[config.mk]
export PLATFORM = sky130hd
export DESIGN_NAME = local_bus_cycle_control
export DESIGN_NICKNAME = d
export VERILOG_FILES = /design/src/verilog/cycle_ctl_pkg.sv /design/src/verilog/local_bus_cycle_control.sv /design/src/verilog/nc_window.sv
export SDC_FILE = /design/constraint.sdc
export NUM_CORES = 1
export LEC_CHECK = 0
export BUFFER_PORTS_ARGS = -buffer_cell sky130_fd_sc_hd__buf_2
export CAP_MARGIN = 20
export CORE_AREA = 2 2 92 94
export DETAILED_ROUTE_END_ITERATION = 10
export DIE_AREA = 0 0 94 96
export HOLD_SLACK_MARGIN = 0.15
export PLACE_DENSITY = 0.83
export SKIP_CTS_REPAIR_TIMING = 1
export SYNTH_ARGS = -nofsm -noshare
export SYNTH_HDL_FRONTEND = slang
export SYNTH_SLANG_ARGS = --single-unit
[constraint.sdc]
create_clock -name mclk -period 3.9 [get_ports mclk]
set_input_delay 0.975 -clock mclk [delete_from_list [all_inputs] [get_ports mclk]]
set_output_delay 0.975 -clock mclk [all_outputs]
set_load 0.02 [all_outputs]
[src/verilog/cycle_ctl_pkg.sv]
`default_nettype none
package cycle_ctl_pkg;
   localparam int addr_w = 32;
   localparam int nc_regions = 2;
   localparam logic cpu_type_level = 1'b0;
   localparam logic cpu_type_strobe = 1'b1;
   localparam logic [3:0] ready_wait_cycles = 4'h2;
   typedef enum logic [1:0] {
      st_idle = 2'b00,
      st_addr = 2'b01,
      st_wait = 2'b11,
      st_done = 2'b10
   } cyc_state_t;
endpackage : cycle_ctl_pkg
`default_nettype wire

[src/verilog/local_bus_cycle_control.sv]
`default_nettype none
module local_bus_cycle_control
   import cycle_ctl_pkg::*;
(
   input wire logic mclk, // Clock, 40 MHz.
   input wire logic reset, // Asynchronous reset, active high.
   input wire logic hold_ack, // CPU hold acknowledge, high when another master owns the bus.
   input wire logic dma_bus_grant_in_n, // DMA or ISA master grant, active low.
   input wire logic isa_master_n, // ISA master owns the bus, active low.
   input wire logic cpu_type, // Selects how the SMM indicator is read.
   input wire logic smm_cycle_indicator_n, // SMM status or SMM address strobe, active low.
   input wire logic [addr_w-1:0] cycle_addr, // Address of the current local-bus cycle.
   input wire logic dram_hit, // Current address decodes to local DRAM.
   input wire logic slave_select, // This block is the addressed slave.
   input wire logic burst_req, // Slave access wants burst ready.
   input wire logic [addr_w-1:0] nc_base [nc_regions], // Non-cacheable window bases.
   input wire logic [addr_w-1:0] nc_limit [nc_regions], // Non-cacheable window limits.
   input wire logic [nc_regions-1:0] nc_enable, // Non-cacheable window enables.
   input wire logic alt_cycle_start, // Request a DMA or ISA-master local cycle.
   input wire logic alt_write, // Write for the alternate cycle.
   input wire logic alt_data, // Data (not code) for the alternate cycle.
   input wire logic alt_mem, // Memory (not IO) for the alternate cycle.
   input wire logic ads_in_n, // Address strobe pin input.
   output logic ads_out_n, // Address strobe pin output.
   output logic ads_oe, // Address strobe output enable.
   input wire logic [2:0] status_in, // Status pins in: {write, data, mem}.
   output logic [2:0] status_out, // Status pins out.
   output logic status_oe, // Status output enable.
   input wire logic rdy_in_n, // Non-burst ready pin input.
   output logic rdy_out_n, // Non-burst ready pin output.
   output logic rdy_oe, // Non-burst ready output enable.
   input wire logic brdy_in_n, // Burst ready pin input.
   output logic brdy_out_n, // Burst ready pin output.
   output logic brdy_oe, // Burst ready output enable.
   output logic cache_en_n, // Cache enable to the CPU, always driven.
   output logic cpu_cycle_start, // One-cycle pulse: CPU or local master started a cycle.
   output logic [2:0] cpu_cycle_status, // Status captured with that cycle.
   output logic smm_active, // SMM in effect for the current cycle.
   output logic cycle_ready, // One-cycle pulse: ready seen on the bus.
   output logic alt_is_isa, // Alternate cycle belongs to an ISA master.
   output logic alt_busy // Sequencer busy: alternate cycle or CPU slave cycle in progress.
);
   logic cpu_owns;
   logic alt_owns;
   logic [nc_regions-1:0] nc_hit;
   cyc_state_t st_q, st_d;
   logic [3:0] wait_q, wait_d;
   logic [2:0] stat_q, stat_d;
   logic isa_q, isa_d;
   logic smm_q, smm_d;
   logic ken_q, ken_d;
   logic [2:0] cap_q, cap_d;
   logic start_q, start_d;
   logic srdy_q, srdy_d;
   logic sbrdy_q, sbrdy_d;
   logic rdy_q, rdy_d;

   // Hold acknowledge alone hands the bus away; DMA and ISA masters also need the grant.
   assign cpu_owns = !hold_ack;
   assign alt_owns = hold_ack && !dma_bus_grant_in_n;

   for (genvar i = 0; i < nc_regions; i++) begin : g_nc
      nc_window u_win (
         .addr(cycle_addr),
         .base(nc_base[i]),
         .limit(nc_limit[i]),
         .enable(nc_enable[i]),
         .hit(nc_hit[i])
      );
   end

   // Alternate-master cycle sequencer and slave-ready timing.
   always_comb begin
      st_d = st_q;
      wait_d = wait_q;
      stat_d = stat_q;
      isa_d = isa_q;
      srdy_d = 1'b0;
      sbrdy_d = 1'b0;
      // One countdown paces our ready for DMA, ISA-master and CPU slave cycles alike.
      unique case (st_q)
         st_idle: begin
            if (alt_owns && alt_cycle_start) begin
               st_d = st_addr;
               stat_d = {alt_write, alt_data, alt_mem};
               isa_d = !isa_master_n;
            end else if (slave_select && cpu_owns && !ads_in_n) begin
               st_d = st_wait;
               wait_d = ready_wait_cycles;
            end
         end
         st_addr: begin
            st_d = st_wait;
            wait_d = ready_wait_cycles;
         end
         st_wait: begin
            if (wait_q != 4'h0) begin
               wait_d = wait_q - 4'h1;
            end else begin
               st_d = st_done;
               srdy_d = slave_select && !burst_req;
               sbrdy_d = slave_select && burst_req;
            end
         end
         st_done: begin
            st_d = st_idle;
         end
         default: begin
            st_d = st_idle;
         end
      endcase
      // Losing the grant before the strobe has gone out abandons the cycle cleanly.
      if (!alt_owns && st_q == st_addr) begin
         st_d = st_idle;
      end
   end

   always_ff @(posedge mclk or posedge reset) begin
      if (reset) begin
         st_q <= st_idle;
         wait_q <= 4'h0;
         stat_q <= 3'h0;
         isa_q <= 1'b0;
         srdy_q <= 1'b0;
         sbrdy_q <= 1'b0;
      end else begin
         st_q <= st_d;
         wait_q <= wait_d;
         stat_q <= stat_d;
         isa_q <= isa_d;
         srdy_q <= srdy_d;
         sbrdy_q <= sbrdy_d;
      end
   end

   // Pin direction: the CPU side floats these while we drive them.
   assign ads_oe = alt_owns;
   assign ads_out_n = !(st_q == st_addr);
   assign status_oe = alt_owns;
   assign status_out = stat_q;
   // Ready lines are driven only for the cycle they are asserted, so a
   // neighbouring slave is never fought outside our own data phase.
   assign rdy_oe = srdy_q;
   assign rdy_out_n = !srdy_q;
   assign brdy_oe = sbrdy_q;
   assign brdy_out_n = !sbrdy_q;

   // A strobe that we did not drive starts a CPU or local-master cycle.
   always_comb begin
      start_d = !alt_owns && !ads_in_n;
      cap_d = cap_q;
      if (start_d) begin
         cap_d = status_in;
      end
   end

   always_ff @(posedge mclk or posedge reset) begin
      if (reset) begin
         start_q <= 1'b0;
         cap_q <= 3'h0;
      end else begin
         start_q <= start_d;
         cap_q <= cap_d;
      end
   end

   // SMM decode. In strobe mode the flag lasts until the next plain strobe; a marker on the
   // same edge as a plain strobe wins, so an SMM cycle is never reported as a normal one.
   always_comb begin
      smm_d = smm_q;
      if (cpu_type == cpu_type_level) begin
         smm_d = !smm_cycle_indicator_n;
      end else if (!smm_cycle_indicator_n) begin
         smm_d = 1'b1;
      end else if (start_d) begin
         smm_d = 1'b0;
      end
   end

   always_ff @(posedge mclk or posedge reset) begin
      if (reset) begin
         smm_q <= 1'b0;
      end else begin
         smm_q <= smm_d;
      end
   end

   // Only CPU accesses fill the CPU cache, so an alternate master never sees cache enable.
   always_comb begin
      ken_d = dram_hit && (nc_hit == '0) && cpu_owns;
   end

   always_ff @(posedge mclk or posedge reset) begin
      if (reset) begin
         ken_q <= 1'b0;
      end else begin
         ken_q <= ken_d;
      end
   end

   // Ready seen on the bus, our own or another slave's, as a one-cycle pulse.
   always_comb begin
      rdy_d = (!rdy_in_n && !srdy_q) || (!brdy_in_n && !sbrdy_q) || srdy_q || sbrdy_q;
   end

   always_ff @(posedge mclk or posedge reset) begin
      if (reset) begin
         rdy_q <= 1'b0;
      end else begin
         rdy_q <= rdy_d;
      end
   end

   assign cache_en_n = !ken_q;
   assign cpu_cycle_start = start_q;
   assign cpu_cycle_status = cap_q;
   assign smm_active = smm_q;
   assign cycle_ready = rdy_q;
   assign alt_is_isa = isa_q;
   assign alt_busy = (st_q != st_idle);
endmodule : local_bus_cycle_control
`default_nettype wire

[src/verilog/nc_window.sv]
`default_nettype none
module nc_window
   import cycle_ctl_pkg::*;
(
   input wire logic [addr_w-1:0] addr, // Cycle address.
   input wire logic [addr_w-1:0] base, // Window base.
   input wire logic [addr_w-1:0] limit, // Window last address.
   input wire logic enable, // Window in use.
   output logic hit // Address inside window.
);
   assign hit = enable && (addr >= base) && (addr <= limit);
endmodule : nc_window
`default_nettype wire

Word-level counts from Yosys, hierarchy flattened --
Cells that the tools add are included.
Word-level totals: bits in registers 19, input port bits 182, output and inout port bits 19, word-level logic and storage cells 81
Cells by class: add/subtract/negate cells 1, magnitude comparators 4, equal/unequal tests 9, multiplexer cells 16, reduce and logical (&&, ||, !) cells 40
Operators with widths (number):
- 32-bit >= comparator | 2
- 32-bit <= comparator | 2
- 1-bit logical AND | 16
- 1-bit zero test | 13
- 4-bit 2-to-1 mux | 3
- 4-bit one-hot mux with 3 select lines | 1
- 2-bit 2-to-1 mux | 4
- 2-bit one-hot mux with 4 select lines | 1
- 1-bit 2-to-1 mux | 7
- 2-bit inequality test (second input constant) | 3
- 2-bit equality test (second input constant) | 2
- 2-bit zero test | 2
- 4-bit inequality test (second input constant) | 1
- 2-bit AND reduction | 2
- 4-bit AND reduction | 1
- 4-bit nonzero test | 1
- 4-bit by 1-bit subtractor with 4-bit output (second input constant) | 1
- 1-bit logical OR | 3
- 3-bit by 2-bit inequality test with 1-bit output (second input constant) | 1
- 3-bit inequality test (second input constant) | 1
- 3-bit nonzero test | 1
- 2-bit by 1-bit equality test with 1-bit output (second input constant) | 1
- 2-bit nonzero test | 1

Depth between registers and ports, before layout --
depth after elaboration 7, depth in mapped cells 8, gate-level depth less buffers 8

Hierarchy --
From an unflattened synthesis, not the netlist that was laid out.
Unflattened totals: cells, all modules 520, area, all modules 4082.7 um^2
By module, submodules not included:
- nc_window | instances 2, cells an instance 223, area an instance 1604.0 um^2, sequential area each 0.0 um^2
- local_bus_cycle_control | instances 1, cells an instance 74, area an instance 874.6 um^2, sequential area each 475.5 um^2

Worst setup path after synthesis --
OpenSTA, ideal clock, no wires.
path type input-to-output, start point in dma_bus_grant_in_n, end point out status_oe, arrival 1.542 ns, setup slack 1.383 ns, stages 2, path through and2b_1 buf_4
Between the ends: longest elaborated chain between the ends 2
Ends and longest elaborated chain:
- start: declaration | line local_bus_cycle_control.sv:8 | input wire logic dma_bus_grant_in_n,
- 1-bit zero test | line local_bus_cycle_control.sv:60 | assign alt_owns = hold_ack && !dma_bus_grant_in_n;
- 1-bit logical AND | line local_bus_cycle_control.sv:60
- end: declaration | line local_bus_cycle_control.sv:28 | output logic status_oe,
Every way passes these cells.

Worst setup path after layout --
start point in cycle_addr[30], end point reg ken_q
Between the ends: longest elaborated chain between the ends 6, elaborated cells between the ends (all ways) 11, those cells by class 4 x order compare; 7 x reduce/logical
Ends and longest elaborated chain:
- start: declaration | line local_bus_cycle_control.sv:12 | input wire logic [addr_w-1:0] cycle_addr,
- 32-bit >= comparator | line nc_window.sv:11 | assign hit = enable && (addr >= base) && (addr <= limit);
- 1-bit logical AND (2 in series) | line nc_window.sv:11
- 2-bit zero test * | line local_bus_cycle_control.sv:190 | ken_d = dram_hit && (nc_hit == '0) && cpu_owns;
- 1-bit logical AND * (2 in series) | line local_bus_cycle_control.sv:190
- via ken_d | line local_bus_cycle_control.sv:51 | logic ken_q, ken_d;
- end signal: assignment | line local_bus_cycle_control.sv:197 | ken_q <= ken_d;
- end: declaration | line local_bus_cycle_control.sv:51
Mark *: on every way through the listed nets, which the timed path passes. The rest lies on a longest branch. A chain may end at the register's enable or synchronous reset.

==> flow_summary.yaml <==
run_status:
  status: "completed"
worst_setup_path:
  cp_data_arrival_time_ps: 2790
  ff2ff_path_depth: 7
  worstSetupEndpointType: "flip-flop"
  worst-setup-path-type: "in -> reg"
  cp_max_fo: 4
  cp.required_ps: 4080
  start_kind: "input pin"
grt:
  antenna_found_initial: 0
  grt_util_all_layers_pct: 24.0
  grt_max_degree: 20
  grt-ovfl-total: 0
  grt_pass1_wl_um: 17600
  grt_pass1_vias: 4082
synth:
  synth_top_family_by_area: "adder cells"
  synth_compound_area_share_pct: 19.8
  synth_edf_count: 0
  ys.flop_type: "dfrtp_1"
  async_flop_share_pct: 100
  syn-num-nets: 830
  yosysUniqueCellTypes: 45
  synth-warning-count: 0
  synth_seq_area_share_pct: 11.7
  yosys.area_share.simple_pct: 13.6
  synthXorXnorAreaFrac_pct: 0
  synth_top_cell_by_area: "ha_1"
  synthCells: 518
  synthTopCellsByArea: "ha_1 (40%), inv_1 (13%), dfrtp_1 (12%)"
  synth_fa_ha_area_share_pct: 40.2
  syn_avg_cell_area_um2: 7.81
  syn_area_um2: 4050
  synth_top_area_share_pct: 40.2
  synth.mux.area_fraction_pct: 1.67
  ys_ff_latch: 19
detailed_routing:
  wl_per_cell_um: 13.5
  drcViolationCount: 0
  postRouteAntennaNets: 0
  num_vias: 4264
  firstDrtPassIters: 4
  drtIter0Drc: 71
  drt-vias-per-instance: 5.17
  wirelength_um: 11100
placement:
  place_congestion: 0.838
  dpl.hpwl_um: 10100
  io_buffer_count: 200
  place_ws_ps: 1020
  placed_area_um2: 5160
finish:
  multi_input_area_um2: 3050
  area_delta_synth_final_pct: 28.7
  drive_gt1_share_pct: 29.5
  fill_cells: 720
  final_common_cell: "buf_2"
  num_antenna_cells: 0
  seq_area_um2: 475
  final_cell_mix: "buf_2 (200), inv_1 (136), ha_1 (130)"
  fin_area_um2: 5210
  nets: 1032
cts:
  clock_path_buffers: 2
  cts_buffers: 3
  ctsHtreeMaxLevel: 1
  cts.sinks: 19
  cts_root_buffer: "clkbuf_8"
  cts_tree: "done"
  clock_latency_ps: 250
  clk_pin_slew_worst_paths_ps: 70
timing:
  fin_setup_tns_ps: 0
  finalClockSkew_ps: 1.88
  final_hold_viol_count: 0
  rsz0062_at_grt: "false"
  slew_headroom_pct: 54.3
  finalCritPeriodShare_pct: 66.9
  fin_ws_ps: 1290
  period_minus_slack_ps: 2610
  slew_violations: 0
  finalSetupViolCount: 0
  maxClockFrequency_ghz: 0.384
  worst_pin_slew_ps: 685
floorplan:
  die_w_um: 94
  dieArea_um2: 9020
  std_cell_rows: 33
  core-area_um2: 8050
  boundaryPins: 201
  initial_core_util_pct: 50.3
  die_h_um: 96
power:
  powerDensity_nw_per_um2: 177
  p_leak_nw: 3.34
  ir_drop_mv: 0.121
run:
  max_cap_violations: 0
min_path:
  hp-class: "reg -> reg"
  worstHoldPathCells: 1
-- final cells by class --
cell class                      instances  area share [%]
Clock buffer                            3           0.792
Clock inverter                          1          0.0960
Inverter                              136            9.80
Multi-Input combinational cell        360            58.5
Sequential cell                        19            9.12
Tap cell                              105            2.52
Timing Repair Buffer                  200            19.2
-- registers in the layout, summed over array words and instances (netlist names) --
name / cells
alt_is_isa: 1
brdy_oe: 1
cpu_cycle_start: 1
cpu_cycle_status: 3
cycle_ready: 1
ken_q: 1
rdy_oe: 1
smm_active: 1
st_q: 2
status_out: 3
wait_q: 4
-- worst max-delay path, stage by stage --
cell	delay (ps)
buf_2	130
ha_1	300
and4_1	240
nand4_1	190
nor3_1	380
o41ai_1	180
a31oi_1	230
a2bb2oi_2	160
-- power by group --
part	switching, W	total, W	internal, W
clock	0.0000613	0.000132	0.0000708
sequential	0.0000240	0.000253	0.000229
combinational	0.000290	0.000540	0.000250
-- metal layers --
layer  share of wire, %  up-vias  GRT usage (%)
met1                 44     1895           28.8
met4                1.3        0           4.95
met3                6.1       12           2.27
met5                  0        -              0
met2                 49      150           46.3
li1                   -     2207              -
-- worst paths after layout --
kind	start	endpoint	slack, ps
worst max-delay path	cycle_addr[30]	ken_q	1290
worst min-delay path	wait_q[3]	wait_q[3]	480
worst max register to register	wait_q[0]	wait_q[3]	2420
worst min register to register	wait_q[3]	wait_q[3]	480
max in group asynchronous	reset	status_out[0]	2650
min in group asynchronous	reset	alt_is_isa	820
-- synth_stat cells, drive strengths merged, types with 3 or more instances --
cell type and number:
a211oi 4, a21boi 4, a21o 24, a21oi 42
a221o 3, and2 4, and4 6, dfrtp 19
ha 130, inv 136, mux2 6, nand2 23
nand3 11, nand4 24, nor2 15, nor2b 5
nor3 4, o211ai 4, o21a 7, o21ai 21
-- per-stage QoR --
stage          hold WS, ps  util (%)  total power (W)  std cells
2_1_floorplan          442         -         0.000576        518
3_3_place_gp           459      64.1         0.000765        820
3_5_place_dp           460      64.1         0.000795        820
4_1_cts                477      64.7         0.000931        824
5_1_grt                516      64.7          0.00102        824
6_report               482      64.7         0.000924        824
-- cell families (layout without fill, tap and decap cells) --
| family | after synthesis | count (layout) |
|---|---|---|
| multiplexers | 6 | 6 |
| AND/OR/NAND/NOR | 101 | 101 |
| buffers and inverters | 139 | 340 |
| AO/OA/AOI/OAI | 123 | 123 |
| flip-flops | 19 | 19 |
| adder cells (fa/ha/maj) | 130 | 130 |
(Power assumes the default switching activity.)
